<file path="src/hw/wbm_cfg.svh">
// Register offsets, field positions and reset values of the bus mode bank
`ifndef WBM_CFG_SVH
`define WBM_CFG_SVH

// ****************************************************************
// Register addresses (7-bit)
// ****************************************************************
`define WBM_ADDR_WDOG 7'h03
`define WBM_ADDR_BUS1 7'h04
`define WBM_ADDR_BUS2 7'h05

// ****************************************************************
// Reset values
// ****************************************************************
`define WBM_RST_WDOG 8'h14
`define WBM_RST_BUS1 8'h20
`define WBM_RST_BUS2 8'h00

// ****************************************************************
// Field positions
// ****************************************************************
`define WBM_BIT_CKSUM 7
`define WBM_BIT_STOPOFF 6
`define WBM_BIT_WINDOW 5
`define WBM_BIT_BUSWAKE 4
`define WBM_BIT_MAXRST 3
`define WBM_BIT_FLASH 7
`define WBM_BIT_SLOW 6
`define WBM_BIT_TXGUARD 5
`define WBM_BIT_WRITE 7

// ****************************************************************
// Frame and mode codes
// ****************************************************************
`define WBM_FRAME_BITS 5'h10
`define WBM_FRAME_LAST 5'h0F
`define WBM_CTRL_BITS 5'h08
`define WBM_PER_RSVD6 3'h6
`define WBM_PER_RSVD7 3'h7
`define WBM_RST_LIMIT 2'h3

`endif

</file>
<file path="src/hw/wbm_pkg.sv">
// Types shared by the bus mode register bank
package wbm_pkg;
	// Transceiver operating modes
	typedef enum logic [1:0] {
		WBM_XCVR_OFF = 2'h0,
		WBM_XCVR_WAKE = 2'h1,
		WBM_XCVR_RXONLY = 2'h2,
		WBM_XCVR_NORMAL = 2'h3
	} wbm_xcvr_t;

	// System operating modes
	typedef enum logic [1:0] {
		WBM_SYS_NORMAL = 2'h0,
		WBM_SYS_SLEEP = 2'h1,
		WBM_SYS_STOP = 2'h2,
		WBM_SYS_RESET = 2'h3
	} wbm_sys_t;

	// Serial frame receiver states, one bit per step except done to idle
	typedef enum logic [1:0] {
		WBM_SER_IDLE = 2'h0,
		WBM_SER_SHIFT = 2'h1,
		WBM_SER_DONE = 2'h3
	} wbm_ser_t;
endpackage

</file>
<file path="src/hw/wbm_ctl_if.sv">
// Carrier between frame receiver and register bank
`timescale 1ns/1ps
interface wbm_ctl_if;
	logic frameDone;
	logic [15:0] frameWord;
	logic [7:0] readData;
	modport rx (output frameDone, output frameWord, input readData);
	modport bank (input frameDone, input frameWord, output readData);
endinterface

</file>
<file path="src/hw/wbm_bank.sv">
// Watchdog and transceiver mode control register bank
`timescale 1ns/1ps
`include "wbm_cfg.svh"
// What this block does
// - Watchdog writes with odd parity over eight bits are dropped and flag failure.
// - The checksum bit always reads back as zero.
// - Bit 6 set suspends the watchdog during stop mode.
// - Bit 5 selects window watchdog instead of pure timeout.
// - Bit 4 lets a bus wake in stop start the watchdog.
// - Bit 3 stops resets after three consecutive watchdog resets.
// - Period field codes 0 to 5 pick 10 to 500 ms; six and seven reserved.
// - LIN flash bit disables slope control for fast baud rates.
// - Slope select bit picks low-slope LIN signalling.
// - Transmit timeout bit enables stuck-dominant transmit detection.
// - First LIN mode field bits 4:3: off, wake, receive-only, normal.
// - CAN normal runs as wake capable in stop or sleep, bits kept.
// - LIN normal runs as wake capable in stop or sleep, bits kept.
// - Second LIN mode field bits 1:0 in second bus register.
// - Reserved bits of both bus registers read as zero.
// - Frame bit 7 chooses read (0) or write of the data byte (1).
// - Control bits change only by host write or hardware update.
module wbm_bank (
	input wire logic clk,
	input wire logic reset,
	input wire logic clkEn,
	input wire logic csN,
	input wire logic sclk,
	input wire logic mosi,
	output logic misoO,
	output logic misoOeN,
	input wire logic [1:0] sysMode,
	input wire logic hwUpdate,
	input wire logic [7:0] hwWdogValue,
	input wire logic [7:0] hwBus1Value,
	input wire logic [7:0] hwBus2Value,
	input wire logic watchdogResetEvent,
	input wire logic watchdogTriggerGood,
	output logic spiFail,
	input wire logic spiFailClear,
	output logic watchdogRun,
	output logic windowStyleSelect,
	output logic startOnBusWake,
	output logic resetLimitEn,
	output logic resetAllowed,
	output logic [2:0] guardPeriodSelect,
	output logic periodReserved,
	output logic linFlash,
	output logic slowEdgeSelect,
	output logic transmitStuckGuardEn,
	output logic [1:0] canModeActive,
	output logic [1:0] firstLinModeActive,
	output logic [1:0] secondLinModeActive
);
	wbm_ctl_if ctl ();
	logic [7:0] wdog_reg, bus1_reg, bus2_reg;
	logic [1:0] rstCount_reg;
	logic spiFail_reg;
	logic [6:0] addr;
	logic [6:0] rdAddr;
	logic isWrite, parityOk, lowPower;
	logic [7:0] wrData;

	// ****************************************************************
	// Serial front end
	// ****************************************************************
	wbm_spi_rx rx (
		.clk(clk),
		.reset(reset),
		.clkEn(clkEn),
		.csN(csN),
		.sclk(sclk),
		.mosi(mosi),
		.misoO(misoO),
		.misoOeN(misoOeN),
		.ctl(ctl)
	);

	// Frame layout: address low bits, access bit, then data byte
	assign addr = ctl.frameWord[6:0];
	assign isWrite = ctl.frameWord[`WBM_BIT_WRITE];
	assign wrData = ctl.frameWord[15:8];
	assign parityOk = ~^wrData;

	// ****************************************************************
	// Read path
	// ****************************************************************
	// Mid-frame the control byte sits in the upper half of the shifter
	assign rdAddr = ctl.frameWord[14:8];
	always_comb begin
		if (rdAddr == `WBM_ADDR_WDOG)
			ctl.readData = {1'b0, wdog_reg[6:0]};
		else if (rdAddr == `WBM_ADDR_BUS1)
			ctl.readData = {bus1_reg[7:3], 1'b0, bus1_reg[1:0]};
		else if (rdAddr == `WBM_ADDR_BUS2)
			ctl.readData = {6'h00, bus2_reg[1:0]};
		else
			ctl.readData = 8'h00;
	end

	// ****************************************************************
	// Watchdog control register
	// ****************************************************************
	// Host write wins; hardware reaches only its own modifiable fields
	always_ff @(posedge clk or posedge reset) begin
		if (reset)
			wdog_reg <= `WBM_RST_WDOG;
		else if (clkEn) begin
			if (ctl.frameDone && isWrite && addr == `WBM_ADDR_WDOG) begin
				if (parityOk)
					wdog_reg <= {1'b0, wrData[6:0]};
			end else if (hwUpdate)
				wdog_reg <= {1'b0, hwWdogValue[`WBM_BIT_STOPOFF],
					wdog_reg[`WBM_BIT_WINDOW], hwWdogValue[`WBM_BIT_BUSWAKE],
					wdog_reg[`WBM_BIT_MAXRST], hwWdogValue[2:0]};
		end
	end

	// Failure flag; a new failure beats a clear in the same cycle
	always_ff @(posedge clk or posedge reset) begin
		if (reset)
			spiFail_reg <= 1'b0;
		else if (clkEn) begin
			if (ctl.frameDone && isWrite && addr == `WBM_ADDR_WDOG &&
				!parityOk)
				spiFail_reg <= 1'b1;
			else if (spiFailClear)
				spiFail_reg <= 1'b0;
		end
	end
	assign spiFail = spiFail_reg;

	// ****************************************************************
	// Bus mode registers
	// ****************************************************************
	// Reserved bits are never stored, so they cannot read back
	always_ff @(posedge clk or posedge reset) begin
		if (reset) begin
			bus1_reg <= `WBM_RST_BUS1;
			bus2_reg <= `WBM_RST_BUS2;
		end else if (clkEn) begin
			if (ctl.frameDone && isWrite && addr == `WBM_ADDR_BUS1)
				bus1_reg <= {wrData[7:3], 1'b0, wrData[1:0]};
			else if (hwUpdate)
				bus1_reg <= {bus1_reg[7:5], hwBus1Value[4:3], 1'b0,
					hwBus1Value[1:0]};
			if (ctl.frameDone && isWrite && addr == `WBM_ADDR_BUS2)
				bus2_reg <= {6'h00, wrData[1:0]};
			else if (hwUpdate)
				bus2_reg <= {6'h00, hwBus2Value[1:0]};
		end
	end

	// ****************************************************************
	// Reset repetition limit
	// ****************************************************************
	// Counts consecutive watchdog resets; a good trigger restarts it
	always_ff @(posedge clk or posedge reset) begin
		if (reset)
			rstCount_reg <= 2'h0;
		else if (clkEn) begin
			if (watchdogResetEvent && rstCount_reg != `WBM_RST_LIMIT)
				rstCount_reg <= rstCount_reg + 2'h1;
			else if (watchdogTriggerGood)
				rstCount_reg <= 2'h0;
		end
	end
	assign resetLimitEn = wdog_reg[`WBM_BIT_MAXRST];
	assign resetAllowed = !resetLimitEn ||
		rstCount_reg != `WBM_RST_LIMIT;

	// ****************************************************************
	// Watchdog controls
	// ****************************************************************
	assign lowPower = (sysMode == wbm_pkg::WBM_SYS_STOP) ||
		(sysMode == wbm_pkg::WBM_SYS_SLEEP);
	// Suspension only applies in stop mode
	assign watchdogRun = !(sysMode == wbm_pkg::WBM_SYS_STOP &&
		wdog_reg[`WBM_BIT_STOPOFF]);
	assign windowStyleSelect = wdog_reg[`WBM_BIT_WINDOW];
	assign startOnBusWake = wdog_reg[`WBM_BIT_BUSWAKE];
	assign guardPeriodSelect = wdog_reg[2:0];
	// Code six has no period, so it is treated like seven
	assign periodReserved = wdog_reg[2:0] == `WBM_PER_RSVD6 ||
		wdog_reg[2:0] == `WBM_PER_RSVD7;

	// ****************************************************************
	// Transceiver controls
	// ****************************************************************
	assign linFlash = bus1_reg[`WBM_BIT_FLASH];
	assign slowEdgeSelect = bus1_reg[`WBM_BIT_SLOW];
	assign transmitStuckGuardEn = bus1_reg[`WBM_BIT_TXGUARD];

	// Normal falls back to wake capable in low power; others pass as set
	function automatic logic [1:0] effMode(input logic [1:0] prog,
		input logic lp);
		if (lp && prog == wbm_pkg::WBM_XCVR_NORMAL)
			effMode = wbm_pkg::WBM_XCVR_WAKE;
		else
			effMode = prog;
	endfunction

	assign canModeActive =
		effMode(bus1_reg[1:0], lowPower);
	assign firstLinModeActive =
		effMode(bus1_reg[4:3], lowPower);
	assign secondLinModeActive =
		effMode(bus2_reg[1:0], lowPower);
endmodule // wbm_bank

</file>
<file path="src/hw/wbm_spi_rx.sv">
// Serial frame receiver and read-data shifter for the register bank
`timescale 1ns/1ps
`include "wbm_cfg.svh"
module wbm_spi_rx (
	input wire logic clk,
	input wire logic reset,
	input wire logic clkEn,
	input wire logic csN,
	input wire logic sclk,
	input wire logic mosi,
	output logic misoO,
	output logic misoOeN,
	wbm_ctl_if.rx ctl
);
	logic [2:0] csSync, sclkSync, mosiSync;
	wbm_pkg::wbm_ser_t state_reg;
	logic [4:0] bitCnt_reg;
	logic [15:0] shift_reg;
	logic [7:0] outShift_reg;
	logic sclkRise, sclkFall;

	// Two stages to cross in; third stage only for edge detect
	always_ff @(posedge clk or posedge reset) begin
		if (reset) begin
			csSync <= 3'h7;
			sclkSync <= 3'h0;
			mosiSync <= 3'h0;
		end else if (clkEn) begin
			csSync <= {csSync[1:0], csN};
			sclkSync <= {sclkSync[1:0], sclk};
			mosiSync <= {mosiSync[1:0], mosi};
		end
	end

	assign sclkRise = sclkSync[1] & ~sclkSync[2];
	assign sclkFall = ~sclkSync[1] & sclkSync[2];

	// Frame state: bit 0 first, complete at 16 bits and chip deselect
	always_ff @(posedge clk or posedge reset) begin
		if (reset) begin
			state_reg <= wbm_pkg::WBM_SER_IDLE;
			bitCnt_reg <= 5'h00;
			shift_reg <= 16'h0000;
		end else if (clkEn) begin
			case (state_reg)
				wbm_pkg::WBM_SER_IDLE: begin
					bitCnt_reg <= 5'h00;
					if (!csSync[1])
						state_reg <= wbm_pkg::WBM_SER_SHIFT;
				end
				wbm_pkg::WBM_SER_SHIFT: begin
					if (sclkRise && bitCnt_reg < `WBM_FRAME_BITS)
						shift_reg <= {mosiSync[1], shift_reg[15:1]};
					// Count one past a full frame so a long one is refused
					if (sclkRise && bitCnt_reg <= `WBM_FRAME_BITS)
						bitCnt_reg <= bitCnt_reg + 5'h01;
					// Short or long frames are dropped
					if (csSync[1])
						state_reg <= (bitCnt_reg == `WBM_FRAME_BITS) ?
							wbm_pkg::WBM_SER_DONE : wbm_pkg::WBM_SER_IDLE;
				end
				wbm_pkg::WBM_SER_DONE: state_reg <= wbm_pkg::WBM_SER_IDLE;
				default: state_reg <= wbm_pkg::WBM_SER_IDLE;
			endcase
		end
	end

	assign ctl.frameDone = clkEn && (state_reg == wbm_pkg::WBM_SER_DONE);
	assign ctl.frameWord = shift_reg;

	// Read data goes out bit 0 first once the control byte is complete
	always_ff @(posedge clk or posedge reset) begin
		if (reset) begin
			outShift_reg <= 8'h00;
			misoO <= 1'b0;
		end else if (clkEn) begin
			if (sclkFall && bitCnt_reg == `WBM_CTRL_BITS) begin
				misoO <= ctl.readData[0];
				outShift_reg <= {1'b0, ctl.readData[7:1]};
			end else if (sclkFall && bitCnt_reg > `WBM_CTRL_BITS) begin
				misoO <= outShift_reg[0];
				outShift_reg <= {1'b0, outShift_reg[7:1]};
			end
		end
	end

	assign misoOeN = csSync[1];
endmodule // wbm_spi_rx

</file>
<file path="config.mk">
export PLATFORM = sky130hd
export DESIGN_NAME = wbm_bank
export DESIGN_NICKNAME = d
export VERILOG_FILES = /design/src/hw/wbm_pkg.sv /design/src/hw/wbm_ctl_if.sv /design/src/hw/wbm_bank.sv /design/src/hw/wbm_spi_rx.sv
export VERILOG_INCLUDE_DIRS = /design/src /design/src/hw
export SDC_FILE = /design/constraint.sdc
export NUM_CORES = 1
export LEC_CHECK = 0
export ABC_AREA = 0
export BUFFER_PORTS_ARGS = -buffer_cell sky130_fd_sc_hd__buf_2
export CORE_MARGIN = 10
export CORE_UTILIZATION = 55
export DETAILED_ROUTE_END_ITERATION = 10
export GPL_ROUTABILITY_DRIVEN = 0
export HOLD_SLACK_MARGIN = 0.08
export PLACE_DENSITY_LB_ADDON = 0.1
export SETUP_SLACK_MARGIN = 0.3
export SLEW_MARGIN = 20
export SYNTH_ARGS = -nofsm -noshare
export SYNTH_HDL_FRONTEND = slang
export SYNTH_SLANG_ARGS = --single-unit
</file>
<file path="constraint.sdc">
create_clock -name clk -period 2.94 [get_ports clk]
set_clock_uncertainty 0.05 [all_clocks]
set_input_delay 0.147 -clock clk [delete_from_list [all_inputs] [get_ports clk]]
set_output_delay 0.147 -clock clk [all_outputs]
set_load 0.02 [all_outputs]
</file>
After elaboration in Yosys (flattened, before gate mapping)
Index checks and enable logic that the tools add are counted.
- add/subtract/negate cells: 2
- $lt $le $gt $ge: 3
- eq/ne operators: 22
- mux-type cells: 27
- bitwise operators: 4
- reduce and logical (&&, ||, !) cells: 41
- operators with widths (kind ; number):
    $mux 8 ; 5
    $eq 7x3->1 const B ; 4
    $mux 2 ; 11
    $mux 7 ; 3
    $logic_and 1x1->1 ; 15
    $reduce_and 3->1 ; 5
    $eq 7x2->1 const B ; 2
    $reduce_bool 2->1 ; 7
    $reduce_and 2->1 ; 6
    $eq 2x2->1 const B ; 5
    $mux 5 ; 2
    $pmux 5 s2 ; 1
    $reduce_xnor 8->1 ; 1
    $eq 3x3->1 const B ; 2
    $ne 2x2->1 const B ; 3
    $add 5x1->5 const B ; 1
    $eq 5x4->1 const B ; 1
    $eq 5x5->1 const B ; 1
    $gt 5x4->1 const B ; 1
    $le 5x5->1 const B ; 1
    $lt 5x5->1 const B ; 1
    $eq 2x1->1 const B ; 2
    $mux 1 ; 4
    $ne 2x1->1 const B ; 2
    other kinds (7) ; 13
- flip-flop bits (word level): 59
- bits of input ports: 36
- output and inout port bits: 21
- logic and storage cells: 114

Longest topological paths before layout
Gate-level depths: netlist of the first run.
- depth after elaboration: 7
- depth in mapped cells: 7
- depth with buffers taken out: 6

Modules after synthesis
From an unflattened synthesis of the first run, not the netlist that was laid out.
- cells, all modules: 283
- area total of the unflattened synthesis: 3101.7 µm²
- by module, submodules not included (module ; times used ; cells an instance ; area an instance (µm²) ; seq. area each (µm²)):
    wbm_spi_rx ; 1 ; 146 ; 1829.3 ; 953.4
    wbm_bank ; 1 ; 137 ; 1272.5 ; 479.2

Worst setup path after synthesis of the first run
OpenSTA, ideal clock, no wires.
- path kind: flip-flop to flip-flop
- from: reg rx.shift_reg[3], in the netlist rx.ctl.frameWord[3]
- to: reg wdog_reg[0]
- setup time: 125 ps
- arrival: 2102 ps
- data required time: 2765 ps
- slack: 663 ps
- stages on the path, launching flop included: 6
- path buffers: 1
- period minus slack after synthesis: 2277 ps
- cells stage by stage: dfrtp_1 -> or4_4 -> or4_4 -> buf_6 -> o211a_4 -> mux2_4
- word-level cells in the longest chain between the ends: 4
- elaborated cells on any way between the ends: 6
- classes of those cells: eq/ne: 2; mux: 1; reduce/logical: 3
- RTL lines (item ; line ; text):
    start, declared ; wbm_spi_rx.sv:18 ; logic [15:0] shift_reg;
    start signal, assigned ; wbm_spi_rx.sv:53 ; shift_reg <= {mosiSync[1], shift_reg[15:1]};
    $eq 7x2->1 (no line) (*) ; - ;
    $logic_and 1x1->1 (no line) (*) ; - ;
    $ne 2x2->1 (no line) / $reduce_bool 2->1 (equally long branches) ; - ;
    $reduce_and 3->1 (no line) ; - ;
    end signal, assigned ; wbm_bank.sv:106 ; wdog_reg <= `WBM_RST_WDOG;
    end signal, assigned ; wbm_bank.sv:110 ; wdog_reg <= {1'b0, wrData[6:0]};
    end signal, assigned ; wbm_bank.sv:112 ; wdog_reg <= {1'b0, hwWdogValue[`WBM_BIT_STOPOFF],
    end, declared ; wbm_bank.sv:55 ; logic [7:0] wdog_reg, bus1_reg, bus2_reg;
Mark *: on every way between the ends. The rest lies on a longest branch, timed or not.
A chain may end at the register's enable or synchronous reset.

Worst setup path in the final report of the first run
- from: reg rx.shift_reg[3], in the netlist rx.ctl.frameWord[3]
- to: reg bus1_reg[3]
- word-level cells in the longest chain between the ends: 4
- elaborated cells on any way between the ends: 5
- classes of those cells: eq/ne: 1; mux: 1; reduce/logical: 3
- RTL lines (item ; line ; text):
    $eq 7x3->1 (no line) (*) ; - ;
    $logic_and 1x1->1 (no line) (*) ; - ;
    $reduce_bool 2->1 (no line) ; - ;
    $reduce_and 2->1 (no line) ; - ;
    end signal, assigned ; wbm_bank.sv:138 ; bus1_reg <= `WBM_RST_BUS1;
    end signal, assigned ; wbm_bank.sv:142 ; bus1_reg <= {wrData[7:3], 1'b0, wrData[1:0]};
    end signal, assigned ; wbm_bank.sv:144 ; bus1_reg <= {bus1_reg[7:5], hwBus1Value[4:3], 1'b0,
    end, declared ; wbm_bank.sv:55 ;
Mark *: on every way between the ends. The rest lies on a longest branch, timed or not. The select of a mux whose other input is x is not followed.

==> results.json, run 1 <==
{
  "cts_tree": "yes",
  "antenna_found_initial": 0,
  "grt-ovfl-total": 0,
  "dr.pass1.iters": 5,
  "root_buffer": "clkbuf_8",
  "post_cts_buffers": 0,
  "p_int_mw": 1.814,
  "placementRows": 26,
  "hold_ws_ps": 106.0,
  "synth-async-reset-ratio": 1.000,
  "yosysMostFrequentCell": "dfrtp_1",
  "cp_max_fo": 9,
  "p_comb_frac": 0.292,
  "path_class": "flip-flop to flip-flop",
  "hold_violations": 0,
  "grt_util_met3": 0.06395,
  "clockPowerShare": 0.289,
  "swShare": 0.3310,
  "finalSetupViolCount": 0,
  "status": "finished, final reports clean",
  "clk_latency_ps": 340,
  "drive_above_1_share": 0.3417,
  "largest_reg_flops": 16,
  "startpoint_type": "flip-flop",
  "p_per_area_nw_per_um2": 761.9,
  "clock_sinks": 57,
  "boundaryPins": 57,
  "syn_inst": 260,
  "drt_iter0_drc": 67,
  "tightest_slew_ps": 860.4,
  "final_antenna_net_count": 0,
  "use_met2": 0.2802,
  "fin_nets": 360,
  "grt_pass1_wl_um": 11490,
  "relSlewSlack": 0.4239,
  "die_y_um": 93.65,
  "rsz0062_at_grt": "no",
  "final-max-slew-violation-count": 0,
  "yosysWarnings": 0,
  "syn_to_final_growth_pct": 19.30,
  "critPathRequiredTime_ps": 3150,
  "synth_top_area_frac": 0.4362,
  "vias": 2196,
  "ys.flop_type": "dfrtp_1",
  "final_core_util": 0.6880,
  "fin_crit_ps": 2352,
  "wire_per_inst_um": 17.36,
  "tns_ps": 0,
  "route.detailed.drc": 0,
  "ys_seq_area_frac": 0.4803,
  "viasPerCell": 5.645,
  "arrival_ps": 2570,
  "grt_max_degree": 36,
  "fin_crit_sh": 0.7999,
  "start_util": 0.5767,
  "synth_seq_cells": 57,
  "synth_area_um2": 2983,
  "cts_buffers": 9,
  "use_met1": 0.1869,
  "die_area_um2": 8769,
  "synth-edff-count": 0,
  "synthesis.nets": 306,
  "synth_top_cell_by_area": "dfrtp_1",
  "portBuffers": 43,
  "core-area_um2": 5172,
  "clk_pin_slew_worst_paths_ps": 60,
  "maxCapViolations": 0,
  "clock_path_buffers": 2,
  "p_leak_nw": 1.665,
  "cp-end-kind": "flip-flop",
  "hold_path_class": "primary input to flip-flop",
  "grtUsageTotal": 0.1678,
  "hpwl_um": 5019,
  "die_width_um": 93.65,
  "diodes": 0,
  "netlist_top_cells_area": "dfrtp_1 (44%), mux2_2 (9.8%), dfstp_2 (4.4%)",
  "grt_pass1_vias": 2352,
  "yosysUniqueCellTypes": 46,
  "wl_um": 6753,
  "hold_depth": 4,
  "grt_most_used_layer": "met2",
  "max-vdd-ir-drop_v": 0.0003988,
  "seqPwrFrac": 0.419,
  "syn_avg_cell_area_um2": 11.47,
  "fmax_ghz": 0.4252,
  "htree_levels": 3,
  "p_switching_mw": 0.8973,
  "reg2reg_depth": 4,
  "synthTopCellsByCount": "dfrtp_1 (52), mux2_2 (26), inv_1 (19)"
}
-- power by group through the flow --
stage / clock, mW / sequential, mW / combinational [mW]
after floorplan: 0 / 1.10 / 0.618
after global placement: 0 / 1.14 / 0.765
after detailed placement: 0 / 1.15 / 0.785
after CTS: 0.803 / 1.14 / 0.796
after global routing: 0.838 / 1.17 / 0.876
final: 0.784 / 1.14 / 0.790
-- cell usage in the layout (no fill, tap or decap), types with 6 or more instances in the layout --
cell type	Yosys	routed
a21oi_1	6	6
nand3_1	6	6
clkbuf_8	0	9
mux2i_1	11	11
buf_2	1	43
buf_4	3	7
nand4_1	8	8
a2bb2oi_1	8	8
nand2b_1	6	6
o21ai_0	10	10
dlygate4sd3_1	0	9
inv_1	19	18
nand2_1	16	16
mux2_2	26	26
dfrtp_1	52	52
ha_1	10	10
-- path summary, 6_finish.rpt --
path                       slack, ps                start               to
max                              590  rx.ctl.frameWord[3]      bus1_reg[3]
min                              110  watchdogTriggerGood  rstCount_reg[0]
max reg2reg                      590  rx.ctl.frameWord[3]      bus1_reg[3]
min reg2reg                      440             rx.misoO         rx.misoO
max in group asynchronous       1670                reset      wdog_reg[2]
min in group asynchronous        320                reset   rx.sclkSync[0]
-- critical path, cell delays in order (launching register included) --
cell,delay (ps)
dfrtp_1,380
or4_4,560
or4_2,780
a21oi_2,300
a2bb2oi_1,190
-- per-layer routing --
layer / up-vias / share of wire
met5: - / 0
met4: 0 / 0.019
met3: 13 / 0.052
met2: 45 / 0.51
met1: 1073 / 0.42
li1: 1065 / -
-- cell families (layout without fill, tap and decap cells) --
kind of cell | Yosys count | after routing | synth area share
AO/OA/AOI/OAI | 56 | 56 | 0.1405
XOR/XNOR | 3 | 3 | 0.01342
adder cells (fa/ha/maj) | 10 | 10 | 0.04195
buffers and inverters | 35 | 94 | 0.05075
flip-flops | 57 | 57 | 0.4803
multiplexers | 42 | 42 | 0.1602
AND/OR/NAND/NOR | 57 | 57 | 0.1128
-- per-stage QoR --
step | power (mW) | std cells | area (um^2) | worst slack (ps)
5_1_grt | 2.880 | 389 | 3558 | 489.5
6_report | 2.711 | 389 | 3558 | 588.3
3_3_place_gp | 1.908 | 364 | 3258 | 619.0
2_1_floorplan | 1.722 | 260 | 2983 | 662.7
4_1_cts | 2.736 | 389 | 3558 | 572.8
3_5_place_dp | 1.932 | 364 | 3258 | 576.9
-- timing repair --
action,CTS,global route
endpoints found under the setup margin,0,0
hold buffers,9,0
gates resized for setup,0,0
hold endpoints to repair,28,0
-- layout make-up --
| class | instances | area (um^2) |
|---|---|---|
| Timing Repair Buffer | 59 | 357.8 |
| Clock inverter | 6 | 82.58 |
| Multi-Input combinational cell | 168 | 1399 |
| Fill cell | 402 | 1614 |
| Tap cell | 70 | 87.58 |
| Inverter | 19 | 71.32 |
| Clock buffer | 10 | 127.6 |
| Sequential cell | 57 | 1433 |
(Power assumes the default switching activity.)
==> inputs of run 2 (changes only) <==
Clock period 2.94 ns to 2.4 ns, I/O delays scaled along.
==> results.json, run 2 (synthesis gave the netlist of run 1 again) <==
{
  "grt_pass1_wl_um": 11490,
  "placementRows": 26,
  "cts_tree": "yes",
  "antenna_found_initial": 0,
  "arrival_ps": 2380,
  "cp-end-kind": "flip-flop",
  "hold_path_class": "primary input to flip-flop",
  "fin_crit_ps": 2215,
  "p_leak_nw": 1.725,
  "cp_max_fo": 7,
  "final_common_cell": "dfrtp_1",
  "grt_pass1_vias": 2319,
  "maxCapViolations": 0,
  "post_dp_cell_area_um2": 3317,
  "tightest_slew_ps": 657.3,
  "mostFrequentLayoutCells": "dfrtp_1 (52), buf_2 (43), mux2_2 (26)",
  "diodes": 0,
  "drive_above_1_share": 0.3825,
  "max-vdd-ir-drop_v": 0.0006242,
  "relSlewSlack": 0.5612,
  "htree_levels": 3,
  "route.detailed.drc": 0,
  "vias": 2223,
  "p_per_area_nw_per_um2": 893.0,
  "final_cell_area_um2": 3674,
  "start_util": 0.5767,
  "dr.pass1.iters": 4,
  "clk_latency_ps": 340,
  "grt-ovfl-total": 0,
  "clk_pin_slew_worst_paths_ps": 70,
  "die_area_um2": 8769,
  "core-area_um2": 5172,
  "portBuffers": 43,
  "finalSetupViolCount": 0,
  "hpwl_um": 4930,
  "cts_buffers": 9,
  "fin_crit_sh": 0.9231,
  "hold_violations": 0,
  "boundaryPins": 57,
  "path_class": "flip-flop to flip-flop",
  "startpoint_type": "flip-flop",
  "clock_path_buffers": 2,
  "critPathRequiredTime_ps": 2570,
  "fmax_ghz": 0.4514,
  "status": "finished, final reports clean",
  "wire_per_inst_um": 16.53,
  "die_y_um": 93.65,
  "die_width_um": 93.65,
  "fin_nets": 373,
  "drt_iter0_drc": 88,
  "largest_reg_flops": 16,
  "final-max-slew-violation-count": 0,
  "grtUsageTotal": 0.1649,
  "rsz0062_at_grt": "yes",
  "wl_um": 6647,
  "tns_ps": 0,
  "final_antenna_net_count": 0,
  "syn_to_final_growth_pct": 23.15,
  "grt_max_degree": 32,
  "root_buffer": "clkbuf_8",
  "clock_sinks": 57,
  "viasPerCell": 5.530
}
==> run 2: cell types whose count changed in the layout (fill, tap and decap cells not counted), sizes merged <==
cell	before	now
bufinv	2	0
dlygate4sd3	9	10
clkbuf	10	12
clkinvlp	1	0
buf	50	62
clkinv	3	4
==> run 2: power breakdown <==
part           internal, mW  total [mW]  switching, mW  leakage [nW]
Sequential             1.18        1.35          0.177         0.703
Clock                 0.395       0.753          0.358        0.0899
Combinational         0.561        1.17          0.611         0.931
==> run 2: layout make-up <==
| class | count | area (um^2) |
|---|---|---|
| multi-input combinational | 168 | 1459 |
| tap | 70 | 87.58 |
| fill | 374 | 1499 |
| clock inverter | 4 | 20.02 |
| timing repair buffer | 72 | 457.9 |
| inverter | 19 | 71.32 |
| clock buffer | 12 | 145.1 |
| sequential | 57 | 1433 |
==> run 2: metal layers <==
metal,GRT usage,part of all wire,vias to the layer above
li1,-,-,1095
met5,0,0,-
met3,0.05675,0.038,10
met1,0.2006,0.45,1085
met4,0.05063,0.012,0
met2,0.2691,0.50,33
==> run 2: per-stage QoR <==
stage	util	total power, mW	setup slack [ps]	instances	hold slack [ps]
final	0.7102	3.281	184.6	402	100.3
after detailed placement	0.6413	2.422	139.6	370	201.4
after global placement	0.6413	2.390	168.5	370	196.2
after CTS	0.7008	3.240	165.7	399	91.42
after global routing	0.7102	3.495	142.0	402	98.25
after floorplan	-	2.115	207.8	260	221.7
==> run 2: path summary, 6_finish.rpt <==
kind / cells past startpoint / end / slack [ps] / start
hold reg to reg: 2 / rx.sclkSync[1] / 440 / rx.sclkSync[0]
max in group asynchronous: 4 / wdog_reg[2] / 1180 / reset
hold / removal: 3 / wdog_reg[0] / 100 / hwWdogValue[0]
setup reg to reg: 4 / wdog_reg[6] / 180 / rx.ctl.frameWord[6]
min in group asynchronous: 3 / rx.ctl.frameWord[0] / 370 / reset
setup / recovery: 4 / wdog_reg[6] / 180 / rx.ctl.frameWord[6]
==> run 2: repair_timing <==
action	4_1_cts	5_1_grt
buffers inserted	3	3
resized for setup	5	5
pin swaps	2	2
gates cloned	0	0
hold endpoints to repair	36	0
endpoints found under the setup margin	23	22
hold buffers	10	0
==> run 2: worst max-delay path: stages (launching register included) <==
cell and delay [ps]:
dfrtp_1 380, or4_4 550, or4_4 510, o211a_4 310, mux2_4 300
